<file path="config.mk">
export PLATFORM = sky130hd
export DESIGN_NAME = liu_global_template_alarm_regs
export DESIGN_NICKNAME = d
export VERILOG_FILES = /design/src/liu_regs_pkg.sv /design/src/liu_global_template_alarm_regs.sv /design/src/template_store.sv /design/src/alarm_event_detect.sv
export SDC_FILE = /design/constraint.sdc
export NUM_CORES = 1
export LEC_CHECK = 0
export BUFFER_PORTS_ARGS = -buffer_cell sky130_fd_sc_hd__buf_2
export CORE_AREA = 2 2 130 69
export DETAILED_ROUTE_END_ITERATION = 12
export DIE_AREA = 0 0 132 71
export PLACE_DENSITY = 0.8
export SLEW_MARGIN = 30
export SYNTH_ARGS = -nofsm -noshare
export SYNTH_HDL_FRONTEND = slang
export SYNTH_SLANG_ARGS = --single-unit
</file>
<file path="constraint.sdc">
create_clock -name ref_clk -period 2.55 [get_ports ref_clk]
set_clock_uncertainty 0.1 [all_clocks]
set_input_delay 0.1275 -clock ref_clk [delete_from_list [all_inputs] [get_ports ref_clk]]
set_output_delay 0.1275 -clock ref_clk [all_outputs]
set_load 0.01 [all_outputs]
</file>
<file path="src/liu_regs_pkg.sv">
//----------------------------------------------------------------------------
// Purpose: Shared constants and carriers of the line interface register bank.
// Assumes: Eight channels, byte-wide host port, one register per address.
// Notes:   Every offset, field position, reset value and code lives here.
//----------------------------------------------------------------------------
package liu_regs_pkg;

    //------------------------------------------------------------------------
    // Sizes
    //------------------------------------------------------------------------
    localparam int CHANNELS   = 8;   // Line channels served by the bank.
    localparam int ADDR_W     = 8;   // Host address width.
    localparam int DATA_W     = 8;   // Host data width.
    localparam int INDEX_W    = 3;   // Width of the channel index field.
    localparam int TEMPLATE_W = 3;   // Width of the pulse template code.

    //------------------------------------------------------------------------
    // Register offsets in the primary bank
    //------------------------------------------------------------------------
    localparam logic [7:0] GLOBAL_CFG_OFFSET      = 8'h0F;
    localparam logic [7:0] TEMPLATE_INDEX_OFFSET  = 8'h10;
    localparam logic [7:0] PULSE_TEMPLATE_OFFSET  = 8'h11;
    localparam logic [7:0] DRIVER_TRISTATE_OFFSET = 8'h12;
    localparam logic [7:0] ALARM_STATUS_OFFSET    = 8'h13;
    localparam logic [7:0] ALARM_MASK_OFFSET      = 8'h14;
    localparam logic [7:0] ALARM_IRQ_OFFSET       = 8'h15;
    localparam logic [7:0] BANK_POINTER_OFFSET    = 8'h1F;

    //------------------------------------------------------------------------
    // Field positions of the global configuration register
    //------------------------------------------------------------------------
    localparam int ALARM_INSERT_BIT = 6;  // Alarm insertion on signal loss.
    localparam int GUARD_OFF_BIT    = 5;  // Short-circuit guard disable.
    localparam int LINE_CODE_BIT    = 4;  // Zero-substitution or AMI.
    localparam int FIFO_DEPTH_BIT   = 3;  // Attenuator store depth.
    localparam int BANDWIDTH_BIT    = 2;  // Attenuator corner frequency.
    localparam int PLACEMENT_LSB    = 0;  // Attenuator placement field.
    localparam int PLACEMENT_W      = 2;

    //------------------------------------------------------------------------
    // Reset values
    //------------------------------------------------------------------------
    localparam logic [7:0] GLOBAL_CFG_RESET      = 8'h00;
    localparam logic [2:0] TEMPLATE_INDEX_RESET  = 3'h0;
    localparam logic [2:0] PULSE_TEMPLATE_RESET  = 3'h0;
    localparam logic [7:0] DRIVER_TRISTATE_RESET = 8'h00;
    localparam logic [7:0] ALARM_STATUS_RESET    = 8'h00;
    localparam logic [7:0] ALARM_MASK_RESET      = 8'h00;
    localparam logic [7:0] ALARM_IRQ_RESET       = 8'h00;
    localparam logic [7:0] BANK_POINTER_RESET    = 8'h00;

    //------------------------------------------------------------------------
    // Codes
    //------------------------------------------------------------------------
    localparam logic [7:0] BANK_PRIMARY     = 8'h00;
    localparam logic [7:0] BANK_EXPANDED    = 8'hAA;
    localparam logic [1:0] PLACE_TRANSMIT   = 2'h1;
    localparam logic [1:0] PLACE_RECEIVE    = 2'h3;
    localparam logic [2:0] TEMPLATE_E1      = 3'h0;
    localparam logic [2:0] TEMPLATE_T1_LOW  = 3'h3;
    localparam logic [6:0] FIFO_BITS_SHALLOW = 7'h20;  // 32-bit store.
    localparam logic [6:0] FIFO_BITS_DEEP    = 7'h40;  // 64-bit store.

    //------------------------------------------------------------------------
    // Carriers
    //------------------------------------------------------------------------
    // One host access; write and read strobes last one cycle.
    typedef struct packed {
        logic              wrEn;
        logic              rdEn;
        logic [ADDR_W-1:0] addr;
        logic [DATA_W-1:0] wrData;
    } host_req_t;

    // Decoded global settings driving the line-side logic.
    typedef struct packed {
        logic       alarmInsertOnSignalLoss;
        logic       shortCircuitGuardOff;
        logic       lineCodeAmi;
        logic [6:0] attenuatorFifoBits;
        logic       attenuatorBandwidthHigh;
        logic       attenuatorInTransmit;
        logic       attenuatorInReceive;
    } global_cfg_t;

endpackage

</file>
<file path="src/liu_global_template_alarm_regs.sv">
//----------------------------------------------------------------------------
// Purpose: Global, template, driver and alarm registers of the line unit.
// Assumes: Host strobes are one-cycle pulses synchronous to ref_clk.
// Notes:   Expanded-bank registers live elsewhere; this bank yields to them.
//----------------------------------------------------------------------------
`timescale 1ns/1ps

module liu_global_template_alarm_regs #(
    parameter int CHANNELS = 8
) (
    input  wire logic                             ref_clk,
    input  wire logic                             nrst,
    input  wire logic                             ce,
    input  wire liu_regs_pkg::host_req_t          hostReq,
    output logic      [liu_regs_pkg::DATA_W-1:0]  rdData,
    output logic                                  rdValid,
    output logic                                  rdHit,
    output logic                                  expandedBankSel,
    input  wire logic [CHANNELS-1:0]              alarmDetected,
    output liu_regs_pkg::global_cfg_t             globalCfg,
    output logic      [CHANNELS-1:0]              driverHighZ,
    output logic      [CHANNELS*liu_regs_pkg::TEMPLATE_W-1:0] pulseTemplates
);

    //------------------------------------------------------------------------
    // Register state
    //------------------------------------------------------------------------
    logic [7:0]  globalConfiguration_q;  // Global settings, bit 7 held 0.
    logic [liu_regs_pkg::INDEX_W-1:0] templateChannelIndex_q;  // Channel.
    logic [7:0]  driverTristateControl_q;  // One bit per driver.
    logic [7:0]  alarmIrqMask_q;           // One enable per channel.
    logic [7:0]  bankPointer_q;            // Bank selection code.
    logic [CHANNELS-1:0] alarmStatus;      // Held alarm levels.
    logic [CHANNELS-1:0] alarmIrqStatus;   // Sticky change flags.
    logic [liu_regs_pkg::TEMPLATE_W-1:0] templateRd;  // Indexed code.

    //------------------------------------------------------------------------
    // Decode
    //------------------------------------------------------------------------
    logic primaryOpen;       // Primary bank is reachable.
    logic wrGlobal;          // Write strobes, one per writable register.
    logic wrIndex;
    logic wrTemplate;
    logic wrDriver;
    logic wrMask;
    logic wrPointer;
    logic rdStatus;          // Read of the alarm status register.
    logic hit;               // Address belongs to this block.
    logic [7:0] rdData_d;    // Data for the read register.

    // The pointer stays reachable in either bank, otherwise software could
    // never return from the expanded bank. Other registers answer only
    // while the primary bank is selected.
    assign primaryOpen = (bankPointer_q != liu_regs_pkg::BANK_EXPANDED);

    // Address decoding as a priority chain; one strobe at most is high.
    always_comb
    begin
        wrGlobal   = 1'b0;
        wrIndex    = 1'b0;
        wrTemplate = 1'b0;
        wrDriver   = 1'b0;
        wrMask     = 1'b0;
        wrPointer  = 1'b0;
        rdStatus   = 1'b0;
        hit        = 1'b1;
        rdData_d   = 8'h00;
        if (hostReq.addr == liu_regs_pkg::BANK_POINTER_OFFSET)
        begin
            // Bank switch register, both banks.
            wrPointer = hostReq.wrEn;
            rdData_d  = bankPointer_q;
        end
        else if (!primaryOpen)
        begin
            // Expanded bank owns every other address.
            hit = 1'b0;
        end
        else if (hostReq.addr == liu_regs_pkg::GLOBAL_CFG_OFFSET)
        begin
            wrGlobal = hostReq.wrEn;
            rdData_d = globalConfiguration_q;
        end
        else if (hostReq.addr == liu_regs_pkg::TEMPLATE_INDEX_OFFSET)
        begin
            // Upper bits are reserved and read as zero.
            wrIndex  = hostReq.wrEn;
            rdData_d = {5'h00, templateChannelIndex_q};
        end
        else if (hostReq.addr == liu_regs_pkg::PULSE_TEMPLATE_OFFSET)
        begin
            // Acts on the channel named by the index register.
            wrTemplate = hostReq.wrEn;
            rdData_d   = {5'h00, templateRd};
        end
        else if (hostReq.addr == liu_regs_pkg::DRIVER_TRISTATE_OFFSET)
        begin
            wrDriver = hostReq.wrEn;
            rdData_d = driverTristateControl_q;
        end
        else if (hostReq.addr == liu_regs_pkg::ALARM_STATUS_OFFSET)
        begin
            // Read-only; the read itself clears the sticky flags.
            rdStatus = hostReq.rdEn;
            rdData_d = alarmStatus;
        end
        else if (hostReq.addr == liu_regs_pkg::ALARM_MASK_OFFSET)
        begin
            wrMask   = hostReq.wrEn;
            rdData_d = alarmIrqMask_q;
        end
        else if (hostReq.addr == liu_regs_pkg::ALARM_IRQ_OFFSET)
        begin
            // Read-only; writes fall through unused.
            rdData_d = alarmIrqStatus;
        end
        else
        begin
            // Unmapped here; another bank slice may answer.
            hit = 1'b0;
        end
    end

    //------------------------------------------------------------------------
    // Global configuration
    //------------------------------------------------------------------------
    // Bit 7 is forced to zero so the reserved position never holds a one.
    always_ff @(posedge ref_clk or negedge nrst)
    begin
        if (!nrst)
            globalConfiguration_q <= liu_regs_pkg::GLOBAL_CFG_RESET;
        else if (ce && wrGlobal)
            globalConfiguration_q <= {1'b0, hostReq.wrData[6:0]};
    end

    //------------------------------------------------------------------------
    // Template channel index
    //------------------------------------------------------------------------
    // Only the three channel bits are kept; bits 7 to 3 stay zero.
    always_ff @(posedge ref_clk or negedge nrst)
    begin
        if (!nrst)
            templateChannelIndex_q <= liu_regs_pkg::TEMPLATE_INDEX_RESET;
        else if (ce && wrIndex)
            templateChannelIndex_q <=
                hostReq.wrData[liu_regs_pkg::INDEX_W-1:0];
    end

    //------------------------------------------------------------------------
    // Driver high-impedance control
    //------------------------------------------------------------------------
    // Resetting to zero leaves every driver on the line.
    always_ff @(posedge ref_clk or negedge nrst)
    begin
        if (!nrst)
            driverTristateControl_q <= liu_regs_pkg::DRIVER_TRISTATE_RESET;
        else if (ce && wrDriver)
            driverTristateControl_q <= hostReq.wrData;
    end

    // A one on bit n releases driver n into high impedance.
    assign driverHighZ = driverTristateControl_q[CHANNELS-1:0];

    //------------------------------------------------------------------------
    // Alarm mask
    //------------------------------------------------------------------------
    // Reset blocks every channel's alarm event.
    always_ff @(posedge ref_clk or negedge nrst)
    begin
        if (!nrst)
            alarmIrqMask_q <= liu_regs_pkg::ALARM_MASK_RESET;
        else if (ce && wrMask)
            alarmIrqMask_q <= hostReq.wrData;
    end

    //------------------------------------------------------------------------
    // Bank pointer
    //------------------------------------------------------------------------
    // Any written value is kept and read back; only the expanded code
    // moves the bank, so stray values behave like the primary code.
    always_ff @(posedge ref_clk or negedge nrst)
    begin
        if (!nrst)
            bankPointer_q <= liu_regs_pkg::BANK_POINTER_RESET;
        else if (ce && wrPointer)
            bankPointer_q <= hostReq.wrData;
    end

    assign expandedBankSel = !primaryOpen;

    //------------------------------------------------------------------------
    // Host read answer
    //------------------------------------------------------------------------
    // Data, valid and hit come one cycle after the read strobe.
    always_ff @(posedge ref_clk or negedge nrst)
    begin
        if (!nrst)
        begin
            rdData  <= 8'h00;
            rdValid <= 1'b0;
            rdHit   <= 1'b0;
        end
        else if (ce)
        begin
            rdValid <= hostReq.rdEn;
            rdHit   <= hostReq.rdEn && hit;
            // Misses return zero so a shared bus can OR the slices.
            if (hostReq.rdEn && hit)
                rdData <= rdData_d;
            else
                rdData <= 8'h00;
        end
    end

    //------------------------------------------------------------------------
    // Template storage
    //------------------------------------------------------------------------
    // Reserved template codes are stored as written; the line side
    // decides how to treat them.
    template_store #(
        .CHANNELS (CHANNELS),
        .WIDTH    (liu_regs_pkg::TEMPLATE_W),
        .INDEX_W  (liu_regs_pkg::INDEX_W)
    ) u_templates (
        .ref_clk  (ref_clk),
        .nrst     (nrst),
        .ce       (ce),
        .wrEn     (wrTemplate),
        .index    (templateChannelIndex_q),
        .wrData   (hostReq.wrData[liu_regs_pkg::TEMPLATE_W-1:0]),
        .rdData   (templateRd),
        .allCodes (pulseTemplates)
    );

    //------------------------------------------------------------------------
    // Alarm status and change flags
    //------------------------------------------------------------------------
    alarm_event_detect #(
        .CHANNELS (CHANNELS)
    ) u_alarm (
        .ref_clk  (ref_clk),
        .nrst     (nrst),
        .ce       (ce),
        .alarmIn  (alarmDetected),
        .mask     (alarmIrqMask_q[CHANNELS-1:0]),
        .clearAll (rdStatus),
        .status   (alarmStatus),
        .sticky   (alarmIrqStatus)
    );

    //------------------------------------------------------------------------
    // Decoded global settings
    //------------------------------------------------------------------------
    // Settings are pure decodes of flops, so they change the cycle after
    // the write and never glitch between writes.
    always_comb
    begin
        globalCfg.alarmInsertOnSignalLoss =
            globalConfiguration_q[liu_regs_pkg::ALARM_INSERT_BIT];
        globalCfg.shortCircuitGuardOff =
            globalConfiguration_q[liu_regs_pkg::GUARD_OFF_BIT];
        globalCfg.lineCodeAmi =
            globalConfiguration_q[liu_regs_pkg::LINE_CODE_BIT];
        // Depth in bits of the attenuator's elastic store.
        if (globalConfiguration_q[liu_regs_pkg::FIFO_DEPTH_BIT])
            globalCfg.attenuatorFifoBits = liu_regs_pkg::FIFO_BITS_DEEP;
        else
            globalCfg.attenuatorFifoBits = liu_regs_pkg::FIFO_BITS_SHALLOW;
        // High selects 5 Hz for T1 and 6.5 Hz for E1; low the lower corners.
        globalCfg.attenuatorBandwidthHigh =
            globalConfiguration_q[liu_regs_pkg::BANDWIDTH_BIT];
        // Codes 00 and 10 both leave the attenuator out of either path.
        globalCfg.attenuatorInTransmit =
            (globalConfiguration_q[liu_regs_pkg::PLACEMENT_LSB +:
                liu_regs_pkg::PLACEMENT_W] == liu_regs_pkg::PLACE_TRANSMIT);
        globalCfg.attenuatorInReceive =
            (globalConfiguration_q[liu_regs_pkg::PLACEMENT_LSB +:
                liu_regs_pkg::PLACEMENT_W] == liu_regs_pkg::PLACE_RECEIVE);
    end

endmodule // liu_global_template_alarm_regs

</file>
<file path="src/template_store.sv">
//----------------------------------------------------------------------------
// Purpose: Per-channel pulse template codes with one indexed port.
// Assumes: Writes and reads address the same channel index.
// Notes:   Read data come from a register, one cycle behind the index.
//----------------------------------------------------------------------------
`timescale 1ns/1ps
module template_store #(
    parameter int CHANNELS = 8,
    parameter int WIDTH    = 3,
    parameter int INDEX_W  = 3
) (
    input  wire logic                      ref_clk,
    input  wire logic                      nrst,
    input  wire logic                      ce,
    input  wire logic                      wrEn,
    input  wire logic [INDEX_W-1:0]        index,
    input  wire logic [WIDTH-1:0]          wrData,
    output logic      [WIDTH-1:0]          rdData,
    output logic      [CHANNELS*WIDTH-1:0] allCodes
);

    //------------------------------------------------------------------------
    // Storage
    //------------------------------------------------------------------------
    // Each channel keeps its own code; the line side sees all of them.
    genvar ch;
    generate
        for (ch = 0; ch < CHANNELS; ch++)
        begin : g_entry
            logic [WIDTH-1:0] code_q;  // This channel's template code.

            // Only the entry named by the index takes a write.
            always_ff @(posedge ref_clk or negedge nrst)
            begin
                if (!nrst)
                    code_q <= liu_regs_pkg::PULSE_TEMPLATE_RESET;
                else if (ce && wrEn && (index == INDEX_W'(ch)))
                    code_q <= wrData;
            end

            assign allCodes[ch*WIDTH +: WIDTH] = code_q;
        end
    endgenerate

    //------------------------------------------------------------------------
    // Registered read port
    //------------------------------------------------------------------------
    // Registering the read costs a cycle after an index change but keeps
    // the wide mux out of the host read path.
    always_ff @(posedge ref_clk or negedge nrst)
    begin
        if (!nrst)
            rdData <= liu_regs_pkg::PULSE_TEMPLATE_RESET;
        else if (ce)
            rdData <= allCodes[index*WIDTH +: WIDTH];
    end

endmodule // template_store

</file>
<file path="src/alarm_event_detect.sv">
//----------------------------------------------------------------------------
// Purpose: Samples alarm levels and latches masked changes as sticky flags.
// Assumes: Alarm inputs are synchronous to ref_clk.
// Notes:   A new change wins over a clear in the same cycle.
//----------------------------------------------------------------------------
`timescale 1ns/1ps
module alarm_event_detect #(
    parameter int CHANNELS = 8
) (
    input  wire logic                ref_clk,
    input  wire logic                nrst,
    input  wire logic                ce,
    input  wire logic [CHANNELS-1:0] alarmIn,
    input  wire logic [CHANNELS-1:0] mask,
    input  wire logic                clearAll,
    output logic      [CHANNELS-1:0] status,
    output logic      [CHANNELS-1:0] sticky
);

    //------------------------------------------------------------------------
    // Per-channel detection
    //------------------------------------------------------------------------
    genvar ch;
    generate
        for (ch = 0; ch < CHANNELS; ch++)
        begin : g_chan
            logic changed;  // Input differs from the held status.

            assign changed = alarmIn[ch] ^ status[ch];

            // The held status is the current alarm level seen by software.
            always_ff @(posedge ref_clk or negedge nrst)
            begin
                if (!nrst)
                    status[ch] <= 1'b0;
                else if (ce)
                    status[ch] <= alarmIn[ch];
            end

            // Either edge of the level sets the flag while allowed.
            always_ff @(posedge ref_clk or negedge nrst)
            begin
                if (!nrst)
                    sticky[ch] <= 1'b0;
                else if (ce)
                begin
                    if (changed && mask[ch])
                        sticky[ch] <= 1'b1;
                    else if (clearAll)
                        sticky[ch] <= 1'b0;
                end
            end
        end
    endgenerate

endmodule // alarm_event_detect

</file>
==> metrics <==
status completed; Fmax ~430 MHz; initial antenna violation count 0; DP Area 4830 um2; mapped cell area ~4400 um2; warning count from the yosys run 0; met1 wire length about 5.5 mm; met3 wire len roughly 1.1 mm; Clock Pin Slew Worst Setup and Hold Paths about 0.060 ns; TritonRoute pass-1 iters 5; post-synthesis sequential area ratio between 40% and 50%; endpoints failing hold 0; Port-buffer cells 79; gr ovfl total 0; worst min path class in -> reg; Num Clock Sinks 87; Post-Synth XOR/XNOR Area 1.60%; CP Cell Sequence or4bb_1 -> o211a_1 -> and3_1 -> nand3_1 -> mux2_2; largest family of logic cells by synthesized area multiplexers; Placer Congestion approximately 0.95; Worst Setup End Kind register; Layout Area Growth over Synthesis 19.8%; cell family with most CP delay simple AND/OR/NAND/NOR gates; CTS tree built; die height roughly 70 um; all-layer global routing usage 26.0%; Initial Util 52.6%; Post-synth EDFFs 0; Routed Antenna Nets 0; Post-synth ARST share 100%; non-filler instance count after layout 548; core area 8320 um2; Via Count 3,152; Synth Area in Adders 0%; clk buf depth 2; hold_ws ~0.024 ns; global-route wire length before repair roughly 18 mm; Setup-failing EPs final 0; count leader, synth dfrtp_1; Power Density between 500 and 600 nW/um2; Post-Place Cells about 520; relative slew slack between 60 and 70%; top post-synthesis cells by area dfrtp_1, mux2_2, mux2_4, mux4_2, mux2i_1; Syn Area/Cell between 10 and 15 um2; Post-Synth Simple-Gate Area between 9 and 10%; I/O pin count between 80 and 90; DRC viols 0; setup_tns 0 ns; Slew Viols, Final 0; Initial DRC Count approximately 340; Crit path buffers/inverters 0; Num CTS Buffers 9; ant diodes 0; post-synthesis mux area share approximately 26%; largest net degree at the start of global routing 88; Leakage around 2.6 nW; final wirelength roughly 11 mm; Critical Path RT about 2.7 ns; vias per cell between 5 and 6; Critical Path Start Type register; top cell type's share of synthesized area 49.8%; synthesized flop and latch total 87; Largest stage delay, worst path ~0.5 ns; nets@finish between 400 and 500; Crit-path slowest cell or4bb_1; Distinct cells, synth between 50 and 60; MaxCap Viol Count 0; Post-CTS Repair Setup Buffers 0; number of cell rows 24; Max FO, Critical Path 10; H-tree depth 3; DR WL/cell approximately 21 um; top sig layer met4; RSZ-0062 raised after global routing false; Fill cells just under 700; share of layout cells above drive strength 1 42.5%; Post-synth top cells dfrtp_1, mux2_2, mux2_4; Post-Layout Inst Area 5240 um2; crit path kind reg -> reg; met2 WL post-DR between 4 and 5 mm; min Tclk post-route 2.35 ns; post-synthesis compound-gate area fraction around 9%; Clock Tree Root clkbuf_16; worst slew pin tran 0.564 ns; vias in the first global route ~3,300; Yosys top cell by area dfrtp_1; worst endpoint data arrival time about 2.5 ns; Peak VDD IR between 0.0003 and 0.0004 V; Post-Syn Instances 344; estimated wirelength of the detail-placed design 8.14 mm; final period utilization between 90 and 100%; Die W about 130 um; die area ~9400 um2; clk_lat worst skew 0.34 ns; Main synth FF type dfrtp_1
[sequential cells by signal, summed over array words and instances (netlist names)]
signal / count
u_templates.rdData: 3
u_templates.g_entry.code_q: 24
bankPointer_q: 8
globalConfiguration_q: 7
driverHighZ: 8
rdValid: 1
templateChannelIndex_q: 3
u_alarm.sticky: 8
rdData: 8
rdHit: 1
u_alarm.status: 8
alarmIrqMask_q: 8
[final timing paths]
check                      depth (start not counted)                                           end  slack (ns)                          start
max                                                5  u_templates.g_entry[4].code_q[2]$_DFFE_PN0P_        0.20   bankPointer_q[2]$_DFFE_PN0P_
min                                                2          globalConfiguration_q[5]$_DFFE_PN0P_        0.02                     hostReq[5]
max reg2reg                                        5  u_templates.g_entry[4].code_q[2]$_DFFE_PN0P_        0.20   bankPointer_q[2]$_DFFE_PN0P_
min reg2reg                                        1                 u_alarm.sticky[4]$_DFFE_PN0P_        0.39  u_alarm.sticky[4]$_DFFE_PN0P_
max in group asynchronous                          3                    driverHighZ[0]$_DFFE_PN0P_        1.71                           nrst
min in group asynchronous                          3                         rdData[4]$_DFFE_PN0P_        0.27                           nrst
[cells by family after synthesis]
kind of cell / count (synthesis)
AND/OR/NAND/NOR: 68
XOR/XNOR: 8
flip-flops: 87
AO/OA/AOI/OAI: 53
other: 1
buffers and inverters: 39
multiplexers: 88
[layout by cell type, fill, tap and decap left out, types with 3 or more instances in the layout]
master          n
mux4_2          8
nand4_1         4
clkbuf_16       9
a21oi_1         8
mux2_2         49
dlygate4sd3_1  11
and3_1          3
a2bb2oi_1       4
mux2_4         15
nor2b_1         7
and2_1          5
nor2_1         11
o21ai_0         8
a32o_1          8
nor3_1          6
xor2_1          8
a31oi_1         4
o2bb2ai_1       3
dfrtp_1        87
nand2b_1        4
mux2i_1        14
o22ai_1         3
a32oi_1         3
clkinv_2        3
buf_4          10
conb_1          5
nand2_1        10
nand3_1         6
buf_2          78
inv_1           5
[area by class of cell]
type                       instances  area [um2]  share of cell area [%]
timing repair buffer             100         596                    11.4
sequential                        87        2180                    41.5
multi-input combinational        222        2000                    38.1
inverter                           7        26.3                   0.501
clock inverter                     4        45.0                   0.859
tap                              117         146                    2.79
clock buffer                      11         253                    4.82
[through the flow]
stage	setup WS, ns	power (mW)	utilization (%)
final	0.203	3.10	63.0
after global routing	0.135	3.22	63.0
after CTS	0.211	3.12	63.0
after detailed placement	0.246	1.79	58.1
after global placement	0.329	1.78	58.1
after floorplan	0.441	1.67	-
[repair_timing]
item | in CTS | in global routing
endpoints found under the hold margin | 99 | 0
hold buffers | 11 | 0
gates resized for setup | 0 | 0
[report_power, final]
| part | total [mW] | internal, mW | switching (mW) | leakage, nW |
|---|---|---|---|---|
| clock | 1.32 | 0.801 | 0.521 | 0.151 |
| combinational | 0.297 | 0.133 | 0.163 | 1.28 |
| sequential | 1.48 | 1.44 | 0.0447 | 1.18 |
[per-layer routing]
| metal | vias to the layer above | global-route usage (%) |
|---|---|---|
| li1 | 1421 | - |
| met1 | 1572 | 39.6 |
| met2 | 146 | 35.4 |
| met3 | 13 | 8.89 |
| met4 | 0 | 6.52 |
| met5 | - | 0 |
(Power assumes the default switching activity.)
